[config.mk]
export PLATFORM = sky130hd
export DESIGN_NAME = dis_instruction_sequencer
export DESIGN_NICKNAME = d
export VERILOG_FILES = /design/src/design/dis_pkg.sv /design/src/design/dis_buf2.sv /design/src/design/dis_fifo.sv /design/src/design/dis_instruction_sequencer.sv
export SDC_FILE = /design/constraint.sdc
export NUM_CORES = 2
export LEC_CHECK = 0
export BUFFER_PORTS_ARGS = -buffer_cell sky130_fd_sc_hd__buf_4
export CORE_MARGIN = 2
export CORE_UTILIZATION = 40
export DETAILED_ROUTE_END_ITERATION = 6
export GPL_TIMING_DRIVEN = 1
export PLACE_DENSITY = 0.52
export SLEW_MARGIN = 20
export SYNTH_ARGS = -nofsm -noshare
export SYNTH_HDL_FRONTEND = slang
export SYNTH_SLANG_ARGS = --single-unit
[constraint.sdc]
create_clock -name clk_sys -period 8.4 [get_ports clk_sys]
set_input_delay 1.68 -clock clk_sys [delete_from_list [all_inputs] [get_ports clk_sys]]
set_output_delay 1.68 -clock clk_sys [all_outputs]
set_load 0.01 [all_outputs]
[src/design/dis_pkg.sv]
// Shared constants, types and state codes for the instruction sequencer.
// Assumes a single converter clock and a host port on the same clock.
package dis_pkg;
  // Host port word addresses
  localparam logic [4:0] ADDR_CFG = 5'h10;
  localparam logic [4:0] ADDR_IEN = 5'h12;
  localparam logic [4:0] ADDR_STAT = 5'h14;
  localparam logic [4:0] ADDR_TMR = 5'h16;
  localparam logic [4:0] ADDR_FIFO = 5'h18;
  // Instruction word fields
  localparam int INS_EXT_LSB = 12;
  localparam int INS_CMP = 11;
  localparam int INS_RES8 = 10;
  localparam int INS_TMR = 9;
  localparam int INS_SYNC = 8;
  localparam int INS_NEG_LSB = 5;
  localparam int INS_POS_LSB = 2;
  localparam int INS_PAUSE = 1;
  localparam int INS_LOOP = 0;
  // Limit word fields
  localparam int LIM_GT = 9;
  localparam int LIM_SIGN = 8;
  // Configuration fields
  localparam int CFG_START = 0;
  localparam int CFG_RESET = 1;
  localparam int CFG_AZ = 2;
  localparam int CFG_FULLCAL = 3;
  localparam int CFG_STANDBY = 4;
  localparam int CFG_CHMASK = 5;
  localparam int CFG_AZ_EACH = 6;
  localparam int CFG_SYNC_DIR = 7;
  localparam int CFG_BANK_LSB = 8;
  // Interrupt enable fields and status bit positions
  localparam int IEN_NUM_LSB = 8;
  localparam int IEN_THR_LSB = 11;
  localparam int IRQ_LIMIT = 0;
  localparam int IRQ_MATCH = 1;
  localparam int IRQ_FIFO = 2;
  localparam int IRQ_ZERO = 3;
  localparam int IRQ_CAL = 4;
  localparam int IRQ_HALT = 5;
  localparam int IRQ_SUPPLY = 6;
  localparam int IRQ_WAKE = 7;
  localparam int RES_NUM_LSB = 13;
  // Reset values
  localparam logic [15:0] CFG_RST = 16'h0000;
  localparam logic [15:0] IEN_RST = 16'h0000;
  localparam logic [15:0] TMR_RST = 16'h0000;
  // State durations in converter clocks
  localparam logic [20:0] TCK_S0 = 21'h000001;
  localparam logic [20:0] TCK_S1 = 21'h000001;
  localparam logic [20:0] ACQ12_BASE = 21'h000009;
  localparam logic [20:0] ACQ8_BASE = 21'h000002;
  localparam int ACQ_STEP = 2;
  localparam logic [20:0] CONV12 = 21'h00002c;
  localparam logic [20:0] CONV8 = 21'h000015;
  localparam logic [20:0] CMP_S6 = 21'h000005;
  localparam logic [20:0] CMP_S4 = 21'h000001;
  localparam logic [20:0] CMP_S5 = 21'h000005;
  localparam int TMR_UNIT_SHIFT = 5;
  localparam logic [20:0] TMR_OVERHEAD = 21'h000002;
  localparam logic [20:0] CAL_CLKS_DEF = 21'h0004b0;
  localparam logic [20:0] AZ_CLKS_DEF = 21'h000050;
  // Result store
  localparam int FIFO_DEPTH = 32;
  localparam int FIFO_AW = 5;
  localparam logic [5:0] FIFO_LVL_FULL = 6'h20;

  typedef struct packed {
    logic wr;
    logic rd;
    logic [4:0] addr;
    logic [15:0] wdata;
  } dis_bus_req_t;

  typedef enum logic [8:0] {
    ST_IDLE = 9'h001,
    ST_FETCH = 9'h002,
    ST_SETUP = 9'h004,
    ST_TIMER = 9'h008,
    ST_ACQ = 9'h010,
    ST_CMP_PRE = 9'h020,
    ST_CMP_MID = 9'h040,
    ST_CONV = 9'h080,
    ST_CAL = 9'h100
  } dis_state_t;
endpackage

[src/design/dis_buf2.sv]
// Two-entry valid/ready buffer between the converter and the result store.
// Assumes both sides on clk_sys.
`timescale 1ns/1ps
module dis_buf2 #(
  parameter int W = 16
) (
  input logic clk_sys,
  input logic rst,
  input logic in_valid,
  output logic in_ready,
  input logic [W-1:0] in_data,
  output logic out_valid,
  input logic out_ready,
  output logic [W-1:0] out_data
);
  logic [W-1:0] mem_q [0:1];
  logic wp_q, rp_q;
  logic [1:0] cnt_q;
  wire push = in_valid & in_ready;
  wire pop = out_valid & out_ready;
  assign in_ready = (cnt_q != 2'h2);
  assign out_valid = (cnt_q != 2'h0);
  assign out_data = mem_q[rp_q];
  always_ff @(posedge clk_sys) begin
    if (push) begin
      mem_q[wp_q] <= in_data;
    end
  end
  always_ff @(posedge clk_sys or posedge rst) begin
    if (rst) begin
      wp_q <= 1'b0;
      rp_q <= 1'b0;
      cnt_q <= 2'h0;
    end else begin
      wp_q <= wp_q ^ push;
      rp_q <= rp_q ^ pop;
      if (push & ~pop) begin
        cnt_q <= cnt_q + 2'h1;
      end else if (pop & ~push) begin
        cnt_q <= cnt_q - 2'h1;
      end
    end
  end
endmodule // dis_buf2

[src/design/dis_fifo.sv]
// Result store with level count, popped by host reads.
// Assumes clr is a one-cycle pulse on clk_sys.
`timescale 1ns/1ps
module dis_fifo (
  input logic clk_sys,
  input logic rst,
  input logic clr,
  input logic in_valid,
  output logic in_ready,
  input logic [15:0] in_data,
  input logic pop,
  output logic [15:0] head,
  output logic [dis_pkg::FIFO_AW:0] count
);
  import dis_pkg::*;
  logic [15:0] mem_q [0:FIFO_DEPTH-1];
  logic [FIFO_AW-1:0] wp_q, rp_q;
  logic [FIFO_AW:0] cnt_q;
  wire push = in_valid & in_ready;
  wire do_pop = pop & (cnt_q != 6'h00);
  assign in_ready = (cnt_q != FIFO_LVL_FULL);
  assign head = mem_q[rp_q];
  assign count = cnt_q;
  always_ff @(posedge clk_sys) begin
    if (push) begin
      mem_q[wp_q] <= in_data;
    end
  end
  always_ff @(posedge clk_sys or posedge rst) begin
    if (rst) begin
      wp_q <= 5'h00;
      rp_q <= 5'h00;
      cnt_q <= 6'h00;
    end else if (clr) begin
      wp_q <= 5'h00;
      rp_q <= 5'h00;
      cnt_q <= 6'h00;
    end else begin
      wp_q <= wp_q + 5'(push);
      rp_q <= rp_q + 5'(do_pop);
      if (push & ~do_pop) begin
        cnt_q <= cnt_q + 6'h01;
      end else if (do_pop & ~push) begin
        cnt_q <= cnt_q - 6'h01;
      end
    end
  end
endmodule // dis_fifo

[src/design/dis_instruction_sequencer.sv]
// Instruction RAM, sequencer, delay timer, configuration and status logic.
// Assumes the host port and converter data are on clk_sys; sync and supply pins are not.
`timescale 1ns/1ps
//
// Operation
// - Instruction: extension, compare, resolution, timer, sync, minus input, plus input, pause, loop.
// - Instructions run in ascending order from zero without added delay.
// - A loop bit returns the sequencer to instruction zero while running.
// - A timer bit waits the programmed delay before acquisition.
// - Timer delay equals preset times 32 clocks.
// - Timer state adds two fixed clocks.
// - States 0,1 one clock; convert 44 or 21; compare 5,1,5.
// - Acquisition 9 clocks at 12 bits, 2 at 8 bits, plus two per extension.
// - Limit word: greater/less select, sign, eight-bit magnitude.
// - Conversions store one result each; comparisons store none.
// - Level status sets when stored results reach the threshold field.
// - Enable bits gate the eight sources; bits 10..8 hold match number.
// - Configuration: start, reset, zero, calibrate, standby, mask, zero-each, sync, bank, test, diag.
// - With mask clear, results carry the instruction number in bits 15..13.
// - Sync direction bit zero makes the sync pin an input.
// - Start bit zero halts; bank changes only while stopped.
// - Reset command resets the sequencer; calibrate command launches calibration only from idle, and is dropped while running.
// - Reading results leaves the start bit set.
module dis_instruction_sequencer #(
  parameter logic [20:0] CAL_CLKS = dis_pkg::CAL_CLKS_DEF,
  parameter logic [20:0] AZ_CLKS = dis_pkg::AZ_CLKS_DEF
) (
  input logic clk_sys,
  input logic rst,
  input dis_pkg::dis_bus_req_t bus_req,
  output logic [15:0] bus_rdata,
  output logic irq_n,
  input logic [12:0] conv_data,
  input logic supply_low,
  input logic sync_in,
  output logic sync_out,
  output logic sync_oe,
  output logic [2:0] positive_input_select,
  output logic [2:0] negative_input_select,
  output logic res8,
  output logic acq_active,
  output logic conv_active,
  output logic cal_active,
  output logic low_power_request
);
  import dis_pkg::*;

  logic [15:0] ram_q [0:31];
  logic [15:0] cfg_q, ien_q, tmr_q, instr_q, lim1_q, lim2_q, rdata_q;
  logic [7:0] stat_q;
  logic [2:0] pc_q;
  logic [20:0] cnt_q, cnt_d;
  logic [20:0] cyc_q;
  dis_state_t state_q, state_d;
  logic [1:0] sup_s_q, syn_s_q;
  logic sup_d1_q, cal_full_q, irq_n_q, sync_out_q, sync_oe_q;
  logic acq_q, conv_q, cal_q;
  logic fin, push_res;

  // Host port decode
  wire wr_ram = bus_req.wr & ~bus_req.addr[4];
  wire wr_cfg = bus_req.wr & (bus_req.addr == ADDR_CFG);
  wire wr_ien = bus_req.wr & (bus_req.addr == ADDR_IEN);
  wire wr_tmr = bus_req.wr & (bus_req.addr == ADDR_TMR);
  wire rd_stat = bus_req.rd & (bus_req.addr == ADDR_STAT);
  wire rd_fifo = bus_req.rd & (bus_req.addr == ADDR_FIFO);
  wire cmd_reset = wr_cfg & bus_req.wdata[CFG_RESET];
  wire cmd_cal = wr_cfg & bus_req.wdata[CFG_FULLCAL];
  wire cmd_az = wr_cfg & bus_req.wdata[CFG_AZ];
  wire run = cfg_q[CFG_START];
  wire [1:0] bank = cfg_q[CFG_BANK_LSB +: 2];
  wire [4:0] host_idx = {bank, bus_req.addr[3:1]};

  // Configuration next value; commands self-clear, bank held while running
  wire [1:0] bank_w = run ? bank : bus_req.wdata[CFG_BANK_LSB +: 2];
  wire start_w = bus_req.wdata[CFG_START] & ~cmd_reset;
  wire halt_w = ~run | (wr_cfg & ~start_w);
  wire [15:0] cfg_w = {bus_req.wdata[15:10], bank_w, bus_req.wdata[7:4], 3'h0, start_w};
  wire pause_stop = fin & instr_q[INS_PAUSE];
  wire [15:0] cfg_d = wr_cfg ? cfg_w : {cfg_q[15:1], run & ~pause_stop};

  // Instruction decode
  wire [3:0] ext = instr_q[INS_EXT_LSB +: 4];
  wire is_cmp = instr_q[INS_CMP];
  wire is_res8 = instr_q[INS_RES8];
  wire narrow = is_res8 | is_cmp;
  wire [20:0] acq_len = (narrow ? ACQ8_BASE : ACQ12_BASE) + 21'(ACQ_STEP * ext);
  wire [20:0] tmr_len = (21'(tmr_q) << TMR_UNIT_SHIFT) + TMR_OVERHEAD;
  wire [20:0] conv_len = is_cmp ? CMP_S5 : (is_res8 ? CONV8 : CONV12);
  wire done = (cnt_q == 21'h000000);
  wire sync_ok = ~instr_q[INS_SYNC] | cfg_q[CFG_SYNC_DIR] | syn_s_q[1];

  // Limit comparison on the 8-bit plus sign value
  wire signed [8:0] val9 = conv_data[12:4];
  wire signed [8:0] l1 = {lim1_q[LIM_SIGN], lim1_q[7:0]};
  wire signed [8:0] l2 = {lim2_q[LIM_SIGN], lim2_q[7:0]};
  wire hit1 = lim1_q[LIM_GT] ? (val9 > l1) : (val9 < l1);
  wire hit2 = lim2_q[LIM_GT] ? (val9 > l2) : (val9 < l2);
  wire limit_ev = fin & is_cmp & (hit1 | hit2);

  // Result word and buffering
  wire [15:0] res_word = cfg_q[CFG_CHMASK] ? {{3{conv_data[12]}}, conv_data} : {pc_q, conv_data};
  wire buf_ready, fifo_valid, fifo_ready;
  wire [15:0] fifo_in, fifo_head;
  wire [5:0] fifo_count;

  dis_buf2 #(.W(16)) u_buf (
    .clk_sys(clk_sys),
    .rst(rst),
    .in_valid(push_res),
    .in_ready(buf_ready),
    .in_data(res_word),
    .out_valid(fifo_valid),
    .out_ready(fifo_ready),
    .out_data(fifo_in)
  );

  dis_fifo u_fifo (
    .clk_sys(clk_sys),
    .rst(rst),
    .clr(cmd_reset),
    .in_valid(fifo_valid),
    .in_ready(fifo_ready),
    .in_data(fifo_in),
    .pop(rd_fifo),
    .head(fifo_head),
    .count(fifo_count)
  );

  // Status sources
  wire [4:0] thr = ien_q[IEN_THR_LSB +: 5];
  wire cal_end = (state_q == ST_CAL) & done;
  wire [7:0] stat_set;
  assign stat_set[IRQ_LIMIT] = limit_ev;
  assign stat_set[IRQ_MATCH] = fin & (pc_q == ien_q[IEN_NUM_LSB +: 3]);
  assign stat_set[IRQ_FIFO] = (fifo_count >= {1'b0, thr});
  assign stat_set[IRQ_ZERO] = cal_end & ~cal_full_q;
  assign stat_set[IRQ_CAL] = cal_end & cal_full_q;
  assign stat_set[IRQ_HALT] = pause_stop;
  assign stat_set[IRQ_SUPPLY] = sup_s_q[1] & ~sup_d1_q;
  assign stat_set[IRQ_WAKE] = wr_cfg & cfg_q[CFG_STANDBY] & ~bus_req.wdata[CFG_STANDBY];
  wire [7:0] stat_clr = rd_stat ? 8'hff : 8'h00;
  wire [7:0] stat_d = (stat_q & ~stat_clr) | stat_set;

  // Read selection
  wire [15:0] rd_mux = ~bus_req.addr[4] ? ram_q[host_idx] :
                       (bus_req.addr == ADDR_CFG) ? cfg_q :
                       (bus_req.addr == ADDR_IEN) ? ien_q :
                       (bus_req.addr == ADDR_STAT) ? {2'h0, fifo_count, stat_q} :
                       (bus_req.addr == ADDR_TMR) ? tmr_q :
                       (bus_req.addr == ADDR_FIFO) ? fifo_head : 16'h0000;

  // Sequencer next state
  always_comb begin
    state_d = state_q;
    cnt_d = done ? cnt_q : cnt_q - 21'h000001;
    fin = 1'b0;
    push_res = 1'b0;
    case (state_q)
      ST_IDLE: begin
        if (cmd_cal | cmd_az) begin
          state_d = ST_CAL;
          cnt_d = (cmd_cal ? CAL_CLKS : AZ_CLKS) - 21'h000001;
        end else if (~halt_w) begin
          state_d = ST_FETCH;
          cnt_d = TCK_S0 - 21'h000001;
        end
      end
      ST_FETCH: begin
        if (done) begin
          state_d = ST_SETUP;
          cnt_d = TCK_S1 - 21'h000001;
        end
      end
      ST_SETUP: begin
        if (done & sync_ok) begin
          if (instr_q[INS_TMR]) begin
            state_d = ST_TIMER;
            cnt_d = tmr_len - 21'h000001;
          end else begin
            state_d = ST_ACQ;
            cnt_d = acq_len - 21'h000001;
          end
        end
      end
      ST_TIMER: begin
        if (done) begin
          state_d = ST_ACQ;
          cnt_d = acq_len - 21'h000001;
        end
      end
      ST_ACQ: begin
        if (done) begin
          state_d = is_cmp ? ST_CMP_PRE : ST_CONV;
          cnt_d = (is_cmp ? CMP_S6 : conv_len) - 21'h000001;
        end
      end
      ST_CMP_PRE: begin
        if (done) begin
          state_d = ST_CMP_MID;
          cnt_d = CMP_S4 - 21'h000001;
        end
      end
      ST_CMP_MID: begin
        if (done) begin
          state_d = ST_CONV;
          cnt_d = conv_len - 21'h000001;
        end
      end
      ST_CONV: begin
        if (done & (is_cmp | buf_ready)) begin
          fin = 1'b1;
          push_res = ~is_cmp;
          state_d = instr_q[INS_PAUSE] ? ST_IDLE : ST_FETCH;
          cnt_d = TCK_S0 - 21'h000001;
        end
      end
      ST_CAL: begin
        if (done) begin
          state_d = ST_IDLE;
        end
      end
      default: begin
        state_d = ST_IDLE;
      end
    endcase
    if (halt_w & (state_q != ST_IDLE) & (state_q != ST_CAL)) begin
      state_d = ST_IDLE;
      fin = 1'b0;
      push_res = 1'b0;
    end
  end

  always_ff @(posedge clk_sys) begin
    if (wr_ram) begin
      ram_q[host_idx] <= bus_req.wdata;
    end
  end

  always_ff @(posedge clk_sys or posedge rst) begin
    if (rst) begin
      state_q <= ST_IDLE;
      cnt_q <= 21'h000000;
      cyc_q <= 21'h000000;
      pc_q <= 3'h0;
      cfg_q <= CFG_RST;
      ien_q <= IEN_RST;
      tmr_q <= TMR_RST;
      stat_q <= 8'h00;
      cal_full_q <= 1'b0;
    end else begin
      state_q <= state_d;
      cnt_q <= cnt_d;
      cyc_q <= (state_d != state_q) ? 21'h000000 : cyc_q + 21'h000001;
      cfg_q <= cfg_d;
      stat_q <= stat_d;
      if (wr_ien) begin
        ien_q <= bus_req.wdata;
      end
      if (wr_tmr) begin
        tmr_q <= bus_req.wdata;
      end
      if (cmd_reset | (state_d == ST_IDLE & halt_w & state_q != ST_IDLE & ~pause_stop)) begin
        pc_q <= 3'h0;
      end else if (fin) begin
        pc_q <= instr_q[INS_LOOP] ? 3'h0 : pc_q + 3'h1;
      end
      if (state_q == ST_IDLE & (cmd_cal | cmd_az)) begin
        cal_full_q <= cmd_cal;
      end
    end
  end

  // Instruction and limit fetch in state 0
  always_ff @(posedge clk_sys or posedge rst) begin
    if (rst) begin
      instr_q <= 16'h0000;
      lim1_q <= 16'h0000;
      lim2_q <= 16'h0000;
    end else if (state_q == ST_FETCH) begin
      instr_q <= ram_q[{2'h0, pc_q}];
      lim1_q <= ram_q[{2'h1, pc_q}];
      lim2_q <= ram_q[{2'h2, pc_q}];
    end
  end

  // Pin synchronisers and registered outputs
  always_ff @(posedge clk_sys or posedge rst) begin
    if (rst) begin
      sup_s_q <= 2'h0;
      syn_s_q <= 2'h0;
      sup_d1_q <= 1'b0;
      rdata_q <= 16'h0000;
      irq_n_q <= 1'b1;
      sync_out_q <= 1'b0;
      sync_oe_q <= 1'b0;
      acq_q <= 1'b0;
      conv_q <= 1'b0;
      cal_q <= 1'b0;
    end else begin
      sup_s_q <= {sup_s_q[0], supply_low};
      syn_s_q <= {syn_s_q[0], sync_in};
      sup_d1_q <= sup_s_q[1];
      if (bus_req.rd) begin
        rdata_q <= rd_mux;
      end
      irq_n_q <= ~|(stat_d & ien_q[7:0]);
      sync_out_q <= (state_d == ST_SETUP);
      sync_oe_q <= cfg_d[CFG_SYNC_DIR];
      acq_q <= (state_d == ST_ACQ);
      conv_q <= (state_d == ST_CONV) | (state_d == ST_CMP_PRE) | (state_d == ST_CMP_MID);
      cal_q <= (state_d == ST_CAL);
    end
  end

  assign bus_rdata = rdata_q;
  assign irq_n = irq_n_q;
  assign sync_out = sync_out_q;
  assign sync_oe = sync_oe_q;
  assign positive_input_select = instr_q[INS_POS_LSB +: 3];
  assign negative_input_select = instr_q[INS_NEG_LSB +: 3];
  assign res8 = instr_q[INS_RES8];
  assign acq_active = acq_q;
  assign conv_active = conv_q;
  assign cal_active = cal_q;
  assign low_power_request = cfg_q[CFG_STANDBY];
endmodule // dis_instruction_sequencer

==> impl_metrics.toml <==
[outcome]
status = "finished clean"

[worst_setup_path]
worst_ep_arrival_time_ns = 5.11
slowest_stage = "ha_1"
path_cells = "buf_8 -> nor2_1 -> a41oi_1 -> nand2b_1 -> nor2b_1 -> nor4_1 -> and3_1 -> ha_1"
crit_start = "bus_req[17]"
timing.rr.start = "u_fifo.rp_q[0]"
worstSetupPathType = "in -> reg"
required_ns = 8.78
cp_num_buf_inv = 1
cp-start-kind = "input pin"
slowest_delay_ns = 0.69
worst_setup_path_end_kind = "flip-flop"
cp_max_fo = 62
crit_family = "simple AND/OR/NAND/NOR gates"

[sta]
tightest_slew_ns = 1.09
rsz0062_at_grt = "no"
fin_crit_sh = 0.563
setup_violations = 0
timing.final.ws_setup_ns = 3.67
final_hold_viol_count = 0
slew_viol_final = 0
clock_skew_ns = 0.0212
tns_ns = 0
fmax_mhz = 211
layout_min_cycle_time_ns = 4.73
slew_headroom = 0.270

[final_layout]
final_cell_area_sq_mm = 0.0590
fillers = 11000
finalNonFillerCells = 4821
area_growth_pct = 14.0
drive_gt1_frac = 0.274
nNetsFinal = 3056

[logic_synthesis]
synth.avg_cell_area_sq_um = 18.3
synthFlopType = "edfxtp_1"
ys_ff_latch = 1225
synthesis.area_sq_mm = 0.0518
synth_most_common_cell = "edfxtp_1"
ys_top_cells_by_count = "edfxtp_1 (1056), mux4_2 (369), dfrtp_1 (167)"
synth_top_area_share = 0.612
synth.net_count = 2917
yosysTopAreaCell = "edfxtp_1"
yosysWarnings = 0
synth-edff-count = 1056
synth_cells = 2830
synth_area_leaders = "edfxtp_1 (61%), mux4_2 (16%), dfrtp_1 (8.1%), mux2_2 (1.3%), ha_1 (1.1%)"
yosysSeqAreaShare = 0.694
yosys.cell_types.count = 80
synthArstFlopShare = 0.138

[drt]
antenna_left = 0
drc = 0
dr.first_iter.drc_count = 2973
dr.pass1.iters = 6
totalWireLength_mm = 150
vias = 28400
wl_per_cell_um = 31.2
routed_via_density = 5.88

[global_routing]
grt_max_degree = 105
grt_pass1_wl_mm = 213
grt_overflow = 0
grt_antenna_before_repair = 9
grt_pass1_vias = 28400
grt.total_usage = 0.229

[power]
power.density_mw_per_mm2 = 286
leakage_uw = 0.0197
ir_drop_v = 0.000215

[die]
fp-row-count = 132
die_area_sq_mm = 0.132
io_pins = 70
dieHeight_um = 364
die_x_um = 364
initial_core_util = 0.401
fp.coreArea_sq_mm = 0.129

[clocking]
post_cts_resize_count = 0
post_cts_buffers = 0
clock_sinks = 1225
clk_latency_ns = 0.76
cts.htree.levels = 4
postCtsHoldBufs = 0
clk_path_buf_depth = 3
cts_root_buf = "clkbuf_16"
numCtsBuffers = 136
cts_tree = "yes"
clk_pin_slew_ns = 0.06

[place]
io_buffers = 69
dp.final_hpwl_mm = 94.3
placed_area_sq_mm = 0.0546
post-place-ws_ns = 2.85
place_congestion = 0.857
placed_cells = 4573

[worst_hold_path]
holdCritStartpoint = "syn_s_q[0]"
hp-class = "reg -> reg"

[job]
maxCapViolCount = 0
## through the flow
step	total power [uW]	utilization	hold slack (ns)
floorplan	9900	-	0.331
global placement	11100	0.424	0.342
detailed placement	11200	0.424	0.340
CTS	17100	0.458	0.353
global route	17600	0.458	0.378
finish	16900	0.458	0.352
## cell usage in the layout (no fill, tap or decap), drive strengths merged, types with 12 or more instances in the layout
cell type / count
nor4: 14
xor2: 23
nor3: 22
a22oi: 37
edfxtp: 1056
xnor2: 19
nand2b: 21
buf: 165
clkinv: 47
mux2i: 57
mux2: 58
nor2: 154
a21oi: 65
clkbuf: 178
and3: 13
o21ai: 105
a211oi: 12
nand2: 139
inv: 62
and2: 12
nand3: 42
nor2b: 17
ha: 46
mux4: 369
dfrtp: 167
## registers in the layout, summed over array words and instances (netlist names), 16 cells and up
signal,count
ram_q,512
u_fifo.mem_q,512
u_buf.mem_q,32
cnt_q,21
bus_rdata,16
ien_q,16
instr_q,16
tmr_q,16
## kinds of logic (layout without fill, tap and decap cells)
family                   Yosys count  count (layout)  synth area share
other                              0               3                 0
buffers and inverters            222             468            0.0178
flip-flops                      1225            1225             0.694
AO/OA/AOI/OAI                    327             327            0.0407
multiplexers                     484             484             0.184
adder cells (fa/ha/maj)           47              47            0.0115
AND/OR/NAND/NOR                  483             483            0.0448
XOR/XNOR                          42              42           0.00710
## path summary, 6_finish.rpt
check	cells after the start	end	slack (ns)
max	8	u_buf.mem_q[1][0]	3.67
min	0	syn_s_q[1]	0.35
max reg2reg	6	bus_rdata[4]	4.09
min reg2reg	0	syn_s_q[1]	0.35
max in group asynchronous	3	pc_q[1]	5.76
min in group asynchronous	2	sup_s_q[1]	1.09
## layer usage
metal | track usage | share of wire | vias to the layer above
met5 | 0 | 0.00033 | -
met4 | 0.0660 | 0.026 | 8
met3 | 0.0469 | 0.071 | 227
met2 | 0.342 | 0.45 | 1110
met1 | 0.340 | 0.45 | 15200
li1 | - | - | 11800
## worst register-to-register path, cell delays in order, from the launching register on
cell	delay (ns)
dfrtp_4	0.81
buf_4	0.89
mux4_2	0.68
mux4_2	0.54
mux2_2	0.37
a221oi_1	0.76
a311oi_1	0.10
## power breakdown
part / internal, uW / total (uW) / switching [uW]
Sequential: 7300 / 7710 / 407
Combinational: 1350 / 3340 / 1990
Clock: 3450 / 5850 / 2400
Total: 12100 / 16900 / 4790
## cell type report
cell class	count	area [sq um]	area share
Multi-Input combinational cell	1383	15000	0.255
Antenna cell	3	7.51	0.000127
Clock buffer	178	3720	0.0630
Inverter	58	225	0.00382
Sequential cell	1225	36000	0.609
Tap cell	1742	2180	0.0369
Clock inverter	67	651	0.0110
Timing Repair Buffer	165	1260	0.0214
Power figures use the tool's default switching activity.
